$ cat src/watchdog_pkg.sv
// Behaviour
// - Code 000 disables; 001-011 give 2^6,2^8,2^10.
// - Codes 100-111 give 2^12,2^14,2^15,2^16.
// - Nonzero rate write enables and restarts period.
// - Unserviced period end requests system reset.
// - Special modes write anytime; normal modes once.
// - Zero rate write ignored, still consumes once.
// - Zero window write ignored, still consumes once.
// - Debug-stop free in special, else set-only.
// - Accepted nonzero rate with mask clear restarts.
// - Debug-stop rising zero to one restarts period.
// - Window mode: early service write resets part.
// - Repeated first keys fine; second key restarts.
// - Debug-stop set halts counters during debug.
// - Mask reads zero; set mask protects fields but debug-stop.
// - Masked write keeps the write-once allowance.
// - Halt-in-wait reinitialises and stops counter.
// - Run-in-stop clear freezes counter without reinit.
// - Special debug without stop uses longest, no window.
// - Control layout fixed, readable, bits 6..3 reset zero.
// - Service needs first then second key in period.
// - Enabled: any other service value resets part.
// - Service reads zero; ignored while rate is zero.
// - After reset load rate, window from inverted options.
package watchdog_pkg;

  // ----------------------------------------------------------------
  // Register map (index, byte address is four times it)
  // ----------------------------------------------------------------
  localparam logic [7:0] CONTROL_INDEX = 8'h3e;
  localparam logic [7:0] SERVICE_INDEX = 8'h3f;
  localparam int         ADDR_WIDTH    = 10;

  // ----------------------------------------------------------------
  // Control field positions
  // ----------------------------------------------------------------
  localparam int WINDOW_BIT    = 7;
  localparam int DEBUG_BIT     = 6;
  localparam int MASK_BIT      = 5;
  localparam int WAIT_BIT      = 4;
  localparam int STOP_BIT      = 3;
  localparam int RATE_MSB      = 2;
  localparam int OPT_WINDOW    = 3;

  // ----------------------------------------------------------------
  // Reset values and keys
  // ----------------------------------------------------------------
  localparam logic [2:0] RATE_OFF      = 3'h0;
  localparam logic [2:0] RATE_LONGEST  = 3'h7;
  localparam logic       FIELD_RESET   = 1'b0;
  localparam logic [7:0] KEY_FIRST     = 8'h55;
  localparam logic [7:0] KEY_SECOND    = 8'haa;

  // ----------------------------------------------------------------
  // Timeout exponents per rate code
  // ----------------------------------------------------------------
  localparam logic [4:0] EXP_R1 = 5'h06;
  localparam logic [4:0] EXP_R2 = 5'h08;
  localparam logic [4:0] EXP_R3 = 5'h0a;
  localparam logic [4:0] EXP_R4 = 5'h0c;
  localparam logic [4:0] EXP_R5 = 5'h0e;
  localparam logic [4:0] EXP_R6 = 5'h0f;
  localparam logic [4:0] EXP_R7 = 5'h10;

endpackage

$ cat src/windowed_watchdog_control.sv
`timescale 1ns/10ps
module windowed_watchdog_control (
  // Clock and reset
  input  wire logic                                  i_clock,
  input  wire logic                                  i_reset_n,
  // APB slave
  input  wire logic                                  i_psel,
  input  wire logic                                  i_penable,
  input  wire logic                                  i_pwrite,
  input  wire logic [watchdog_pkg::ADDR_WIDTH-1:0]   i_paddr,
  input  wire logic [31:0]                           i_pwdata,
  output logic      [31:0]                           o_prdata,
  output logic                                       o_pready,
  output logic                                       o_pslverr,
  // Chip state
  input  wire logic                                  i_count_tick,
  input  wire logic                                  i_special_mode,
  input  wire logic                                  i_debug_active,
  input  wire logic                                  i_wait_mode,
  input  wire logic                                  i_stop_mode,
  input  wire logic [3:0]                            i_flash_option_byte,
  // Results
  output logic                                       o_reset_request,
  output logic                                       o_tick_timer_halt
);

  // ----------------------------------------------------------------
  // State
  // ----------------------------------------------------------------
  typedef struct packed {
    logic [31:0] prdata;
    logic        pready;
    logic        pslverr;
    logic [15:0] count;
    logic [2:0]  rate;
    logic        window;
    logic        stop_dbg;
    logic        halt_wait;
    logic        run_stop;
    logic        once_used;
    logic        armed;
    logic        loaded;
    logic        reset_req;
    logic        tick_halt;
  } state_t;

  state_t state;
  state_t next_state;

  // ----------------------------------------------------------------
  // Period lookup
  // ----------------------------------------------------------------
  function automatic logic [4:0] rate_exp(input logic [2:0] code);
    logic [4:0] e;
    e = watchdog_pkg::EXP_R7;
    unique case (code)
      3'h1: e = watchdog_pkg::EXP_R1;
      3'h2: e = watchdog_pkg::EXP_R2;
      3'h3: e = watchdog_pkg::EXP_R3;
      3'h4: e = watchdog_pkg::EXP_R4;
      3'h5: e = watchdog_pkg::EXP_R5;
      3'h6: e = watchdog_pkg::EXP_R6;
      3'h7: e = watchdog_pkg::EXP_R7;
      3'h0: e = watchdog_pkg::EXP_R7;
    endcase
    return e;
  endfunction

  // ----------------------------------------------------------------
  // Decode and derived levels
  // ----------------------------------------------------------------
  logic        setup;
  logic        access;
  logic        hit_ctrl;
  logic        hit_serv;
  logic        enabled;
  logic        override;
  logic [2:0]  eff_rate;
  logic        eff_window;
  logic [16:0] period;
  logic [15:0] last_count;
  logic [15:0] window_start;
  logic        window_open;
  logic        dbg_halt;
  logic        stop_freeze;
  logic        wait_hold;

  assign setup    = i_psel & ~i_penable;
  assign access   = i_psel & i_penable & state.pready;
  assign hit_ctrl = (i_paddr == {watchdog_pkg::CONTROL_INDEX, 2'b00});
  assign hit_serv = (i_paddr == {watchdog_pkg::SERVICE_INDEX, 2'b00});
  assign enabled  = (state.rate != watchdog_pkg::RATE_OFF);
  // Debugging a special-mode part must not trip the window
  assign override = enabled & i_debug_active & ~state.stop_dbg &
                    i_special_mode;
  assign eff_rate   = override ? watchdog_pkg::RATE_LONGEST
                               : state.rate;
  assign eff_window = state.window & ~override;
  assign period     = 17'h00001 << rate_exp(eff_rate);
  assign last_count = 16'(period - 17'h00001);
  assign window_start = last_count - (last_count >> 2);
  assign window_open  = (state.count >= window_start);
  assign dbg_halt     = state.stop_dbg & i_debug_active;
  assign stop_freeze  = i_stop_mode & ~state.run_stop;
  assign wait_hold    = i_wait_mode & state.halt_wait;

  // ----------------------------------------------------------------
  // Next state
  // ----------------------------------------------------------------
  always_comb begin
    logic       wr_ctrl;
    logic       wr_serv;
    logic       may_write;
    logic       restart;
    logic [7:0] d;
    next_state = state;
    wr_ctrl    = access & i_pwrite & hit_ctrl;
    wr_serv    = access & i_pwrite & hit_serv;
    d          = i_pwdata[7:0];
    restart    = 1'b0;
    may_write  = i_special_mode | ~state.once_used;

    // Zero wait states: answer is ready in the first access cycle
    next_state.pready  = setup;
    next_state.pslverr = setup & ~(hit_ctrl | hit_serv);
    next_state.prdata  = 32'h00000000;
    if (setup && hit_ctrl) begin
      // Mask bit is write-only and reads as zero
      next_state.prdata[7:0] = {state.window, state.stop_dbg, 1'b0,
                                state.halt_wait, state.run_stop,
                                state.rate};
    end
    // Service register reads zero by leaving prdata cleared

    if (!state.loaded) begin
      // Options sampled once, on the first edge after release
      next_state.loaded = 1'b1;
      next_state.rate   = ~i_flash_option_byte[2:0];
      next_state.window =
        ~i_flash_option_byte[watchdog_pkg::OPT_WINDOW];
      restart = 1'b1;
    end else if (wr_ctrl) begin
      if (!d[watchdog_pkg::MASK_BIT] && may_write) begin
        if (!i_special_mode) begin
          next_state.once_used = 1'b1;
        end
        if (d[watchdog_pkg::RATE_MSB:0] != watchdog_pkg::RATE_OFF) begin
          next_state.rate = d[watchdog_pkg::RATE_MSB:0];
          restart = 1'b1;
        end
        if (d[watchdog_pkg::WINDOW_BIT]) begin
          next_state.window = 1'b1;
        end
        next_state.halt_wait = d[watchdog_pkg::WAIT_BIT];
        next_state.run_stop  = d[watchdog_pkg::STOP_BIT];
      end
      if (i_special_mode) begin
        next_state.stop_dbg = d[watchdog_pkg::DEBUG_BIT];
      end else begin
        next_state.stop_dbg = state.stop_dbg |
                              d[watchdog_pkg::DEBUG_BIT];
      end
      if (!state.stop_dbg && d[watchdog_pkg::DEBUG_BIT] &&
          (i_special_mode || !state.stop_dbg)) begin
        restart = 1'b1;
      end
    end

    if (wr_serv && enabled) begin
      if ((d != watchdog_pkg::KEY_FIRST) &&
          (d != watchdog_pkg::KEY_SECOND)) begin
        next_state.reset_req = 1'b1;
      end else if (eff_window && !window_open) begin
        next_state.reset_req = 1'b1;
      end else if (d == watchdog_pkg::KEY_FIRST) begin
        next_state.armed = 1'b1;
      end else if (state.armed) begin
        restart = 1'b1;
      end
      // A lone second key only restarts once armed
    end

    // Counter advances on reference ticks only; the tick is taken as
    // already synchronous to this clock
    if (restart || wait_hold) begin
      next_state.count = 16'h0000;
      next_state.armed = 1'b0;
    end else if (enabled && i_count_tick && !dbg_halt &&
                 !stop_freeze) begin
      if (state.count >= last_count) begin
        next_state.reset_req = 1'b1;
        next_state.count     = 16'h0000;
        next_state.armed     = 1'b0;
      end else begin
        next_state.count = state.count + 16'h0001;
      end
    end

    next_state.tick_halt = dbg_halt;
  end

  // ----------------------------------------------------------------
  // Registers
  // ----------------------------------------------------------------
  always_ff @(posedge i_clock) begin
    if (!i_reset_n) begin
      state           <= '0;
      state.rate      <= watchdog_pkg::RATE_OFF;
      state.stop_dbg  <= watchdog_pkg::FIELD_RESET;
      state.halt_wait <= watchdog_pkg::FIELD_RESET;
      state.run_stop  <= watchdog_pkg::FIELD_RESET;
    end else begin
      state <= next_state;
    end
  end

  assign o_prdata          = state.prdata;
  assign o_pready          = state.pready;
  assign o_pslverr         = state.pslverr;
  assign o_reset_request   = state.reset_req;
  assign o_tick_timer_halt = state.tick_halt;

endmodule

$ cat config.mk
export PLATFORM = sky130hd
export DESIGN_NAME = windowed_watchdog_control
export DESIGN_NICKNAME = d
export VERILOG_FILES = /design/src/watchdog_pkg.sv /design/src/windowed_watchdog_control.sv
export SDC_FILE = /design/constraint.sdc
export NUM_CORES = 1
export LEC_CHECK = 0
export ABC_AREA = 1
export BUFFER_PORTS_ARGS = -buffer_cell sky130_fd_sc_hd__buf_2
export CAP_MARGIN = 20
export CORE_MARGIN = 5
export CORE_UTILIZATION = 59
export DETAILED_ROUTE_END_ITERATION = 8
export HOLD_SLACK_MARGIN = 0.08
export MAX_ROUTING_LAYER = met4
export PLACE_DENSITY = 0.92
export SLEW_MARGIN = 0
export SYNTH_ARGS = -nofsm -noshare
export SYNTH_HDL_FRONTEND = slang
export SYNTH_SLANG_ARGS = --single-unit
$ cat constraint.sdc
create_clock -name i_clock -period 8.9 [get_ports i_clock]
set_input_delay 0.89 -clock i_clock [delete_from_list [all_inputs] [get_ports i_clock]]
set_output_delay 0.89 -clock i_clock [all_outputs]
set_load 0.02 [all_outputs]
Word level (Yosys, flattened, before mapping)
Memories as Yosys holds them, arrays and structs flattened.
Cells that the tools add are included.
- muxes and demuxes: 33
- reductions and logical operators: 26
- $add $sub $neg: 3
- $lt $le $gt $ge: 2
- equality and inequality tests: 9
- shift-type cells: 1
- bitwise logic cells: 27
- operator list (operator ; count):
    $ge A16 B16 Y1 ; 2
    $mux W1 ; 25
    $eq A10 B8 Y1 const B ; 2
    $add A16 B1 Y16 const B ; 1
    $mux W16 ; 1
    $shl A1 B5 Y16 const A ; 1
    $sub A16 B1 Y16 const B ; 1
    $sub A16 B14 Y16 ; 1
    $and A1 B1 Y1 ; 14
    $mux W3 ; 4
    $logic_and A1 B1 Y1 ; 10
    $not A1 Y1 ; 9
    $reduce_and A3 Y1 ; 3
    $eq A8 B7 Y1 const B ; 1
    $mux W4 ; 2
    $mux W8 ; 1
    $ne A8 B7 Y1 const B ; 1
    $ne A8 B8 Y1 const B ; 1
    $ne A2 B1 Y1 const B ; 3
    $reduce_bool A3 Y1 ; 2
    $logic_not A1 Y1 ; 5
    $reduce_and A2 Y1 ; 2
    $reduce_and A4 Y1 ; 1
    $not A3 Y3 ; 1
    4 further kinds ; 7
- word-level logic and storage cells: 118
- flip-flop bits (word level): 62
- output and inout bits: 36
- memories kept: 1
- ROM bits: 40
- input bits: 56
- memories (memory ; depth ; width ; read ports ; clocked after Yosys merged registers in ; wr ports ; RTL line ; source):
    (no name shown) ; 8 ; 5 ; 1 ; 0 ; 0 ; windowed_watchdog_control.sv:56 ; unique case (code)

Depth between registers and ports, before layout
An unclocked memory read counts as a cell.
- word-level depth: 19
- mapped depth: 38
- mapped depth without buffers: 37

Worst setup path after synthesis
No wires, ideal clock.
- kind: input port to flip-flop
- start: in i_special_mode
- end: reg state[22] (netlist bit)
- required time: 8.838 ns
- setup time: 0.062 ns
- path buffers: 1
- slack: 3.499 ns
- arrival time: 5.339 ns
- stages on the path: 32
- path through: inv_1 > nor2_1 > nand2_2 > inv_1 > nor2_1 > ha_1 > nor3_2 > nand2_1 > ha_1 > nand2_1 > inv_1 > nand4_2 > nor2_1 > xor2_1 > inv_1 > ha_1 > a21oi_1 > inv_1 > a211oi_1 > nand2_1 > xor2_1 > ha_1 > a211oi_1 > nand3_1 > a31oi_1 > o21ai_0 > nand2_1 > nand2_1 > nor3_1 > nand2_4 > buf_12 > nor2_2
- word-level cells in the longest chain between the ends: 14
- elaborated cells between the ends (all ways): 28
- ends and longest elaborated chain (item ; RTL line ; source):
    start: declaration ; windowed_watchdog_control.sv:17 ; input wire logic i_special_mode,
    $and A1 B1 Y1 ; windowed_watchdog_control.sv:94 ; assign override = enabled & i_debug_active & ~state.stop_dbg &
    $mux W3 ; windowed_watchdog_control.sv:96 ; assign eff_rate = override ? watchdog_pkg::RATE_LONGEST
    $mem_v2 Z8 W5 ; - ;
    $shl A1 B5 Y16 ; windowed_watchdog_control.sv:99 ; assign period = 17'h00001 << rate_exp(eff_rate);
    $sub A16 B1 Y16 ; windowed_watchdog_control.sv:100 ; assign last_count = 16'(period - 17'h00001);
    $sub A16 B14 Y16 ; windowed_watchdog_control.sv:101 ; assign window_start = last_count - (last_count >> 2);
    $ge A16 B16 Y1 ; windowed_watchdog_control.sv:102 ; assign window_open = (state.count >= window_start);
    $logic_not A1 Y1 ; windowed_watchdog_control.sv:173 ; end else if (eff_window && !window_open) begin
    $logic_and A1 B1 Y1 ; windowed_watchdog_control.sv:173 ;
    $mux W1 ; windowed_watchdog_control.sv:173 ;
    $mux W1 ; windowed_watchdog_control.sv:170 ; if ((d != watchdog_pkg::KEY_FIRST) &&
    $mux W1 ; windowed_watchdog_control.sv:169 ; if (wr_serv && enabled) begin
    $logic_or A1 B1 Y1 ; windowed_watchdog_control.sv:185 ; if (restart || wait_hold) begin
    $reduce_or A2 Y1 (no line) ; - ;
    end signal: assignment ; windowed_watchdog_control.sv:213 ; state <= next_state;
    end: declaration ; windowed_watchdog_control.sv:47 ; state_t state;
Several ways; a longest one is shown, not always the timed one.
A chain may end at the register's enable or synchronous reset.

Worst setup path in the final report
- start: in i_special_mode
- end: reg state[18] (netlist bit)
The elaborated chain is that of the path after synthesis.

==> run summary <==
Post-synth EDFFs = 0
Via density = 5.34
async set or reset register ratio after synthesis = 0
Worst Path Required = 9130 ps
Slew headroom = 0.336
worst vdd ir = 104 uV
vias = 3591
ranking of synthesized cells by area = dfxtp_1 20%, ha_1 11%, nand2_1 9.8%
Synth area leader = dfxtp_1
slowest cell on the critical path = ha_1
final hold vios = 0
first-pass GRT wire length = 15000 um
Mapped Area = 0.00376 mm2
Fmax = 164 MHz
Setup Skew = 11.2 ps
post-CTS sizing = 0
Tightest Pin Transition = 970 ps
HPWL after detailed placement = 6980 um
vias in the first global route = 3533
post-synthesis instance total = 558
Max Slew Vio Count = 0
pre-CTS setup slack = 2580 ps
status = complete, no violations
Multi-input gate area = 0.00251 mm2
initial antenna violation count = 0
DP Area = 0.00387 mm2
worst reg2reg path depth = 31
P&R area growth vs syn = 5.32%
Initial Util = 0.599
Worst path max stage delay = 370 ps
Die ar. = 0.00807 mm2
MaxCap Viol Count = 0
RSZ-0062 raised after global routing = no
ant diodes = 0
most frequent cells in the layout = 98 x nand2_1, 77 x inv_1, 56 x nor2_1
drt pass-1 iters = 5
final antenna-violating net count = 0
final hold slack = 469 ps
Leak = 2.03 nW
Worst Hold Class = reg -> reg
core area = 0.00628 mm2
# IOs = 92
commonest non-fill, non-tap cell in the layout = nand2_1
grt ovf = 0
total wire length = 8590 um
total track usage = 0.221
Num Clock Sinks = 37
kind of critical path = in -> reg
Worst Setup EP = state[18]
Setup Viol. Count Final = 0
FF+latch area = 741 um2
Cell Rows = 29
CP Capture Type = flip-flop
Die H = 89.8 um
Final period util = 0.686
Final Wtd Congestion = 0.976
Setup TNS Final = 0 ps
reg2reg end = state[18]
Root Driver = clkbuf_8
cts hold-fix bufs = 0
Worst Setup SP = i_special_mode
critical path arrival = 6340 ps
share of layout cells above drive strength 1 = 0.171
FF-to-FF setup slack = 3010 ps
crit-path max FO = 17
Distinct cells, synth = 54
Cell Pwr Density = 147 mW/mm2
WL per Instance = 12.8 um
Longest Clk Path Bufs = 2
CTS Buf Count = 5
final instance area = 0.00396 mm2
Final Power = 581 uW
drt drc = 0
# fillers = 556
IO Port Bufs = 42
synthesized flop and latch total = 37
CTS clk-pin slew, worst paths = 90 ps
final net count = 685
setup ws final = 2790 ps
largest net degree at the start of global routing = 18
fin crit period = 6110 ps
Main synth FF type = dfxtp_1
Synth top area share = 0.197
Initial DRC Count = 221
htree depth = 2
Avg Inst Size Synth = 6.74 um2
Die X = 89.8 um
clk_lat worst skew = 310 ps
Seq/Total Area, Yosys = 0.197
Setup crit start kind = input port
Setup Fix Bufs, Post-CTS = 0
TritonCTS clock tree = done
r2r startpoint = state[9]
yosys warns = 0
## stage by stage
step / std cells / util
floorplan: 582 / -
global placement: 664 / 0.616
detailed placement: 664 / 0.616
CTS: 672 / 0.631
global route: 672 / 0.631
finish: 672 / 0.631
## critical path, delay by kind of cell
kind	cells	cell delay, ps
AO/OA/AOI/OAI	5	960
XOR/XNOR	2	460
AND/OR/NAND/NOR	15	2130
buffers and inverters	6	640
adder cells (fa/ha/maj)	4	1230
## power by group
group          internal [mW]  switching, mW  leakage, nW  total [mW]
sequential             0.167        0.00201        0.299       0.169
combinational          0.102          0.181         1.69       0.283
clock                 0.0571         0.0714       0.0452       0.128
total                  0.326          0.255         2.03       0.581
## how the worst min path moves through the flow
stage                         from     endpoint  slack (ps)  depth (start not counted)
after floorplan           state[6]  o_prdata[4]         420                          2
after global placement    state[6]  o_prdata[4]         450                          2
after detailed placement  state[6]  o_prdata[4]         450                          2
after CTS                 state[6]  o_prdata[4]         470                          2
after global routing      state[6]  o_prdata[4]         480                          2
final                     state[6]  o_prdata[4]         470                          2
## cells by family after synthesis
kind of cell,Yosys count,synth area share
other,2,0.00200
DFF,37,0.197
and+or+nand+nor,275,0.360
AOI/OAI and AO/OA,66,0.109
muxes,1,0.00266
xor gates and xnor gates,22,0.0512
buffers and inverters,120,0.160
adders and majority gates,35,0.118
## state kept, by name (all words and copies together) (netlist names)
name               count
o_pready               1
o_tick_timer_halt      1
state                 26
o_reset_request        1
o_pslverr              1
o_prdata               7
## cell usage after synthesis, types with 10 or more instances
library cell	count
a21oi_1	28
inv_1	77
nor2_2	19
dfxtp_1	37
xor2_1	18
nand2_1	98
nand3_1	44
nor3_1	14
buf_4	34
nand2_2	10
nand4_1	11
o21ai_0	12
nor2_1	56
ha_1	34
## area by class of cell
type | instances | area share
clock buffers | 5 | 0.0174
clock inverters | 3 | 0.00632
repair buffers | 42 | 0.0531
multi-input cells | 425 | 0.633
flip-flops and latches | 37 | 0.187
inverters | 83 | 0.0786
well taps | 77 | 0.0243
## layer usage
layer	wire length (um)	track usage	vias up
met5	0	-	-
met4	161	0.0743	0
met3	448	0.0392	16
met2	4260	0.385	104
met1	3720	0.253	1641
li1	-	-	1830
(Power assumes the default switching activity.)
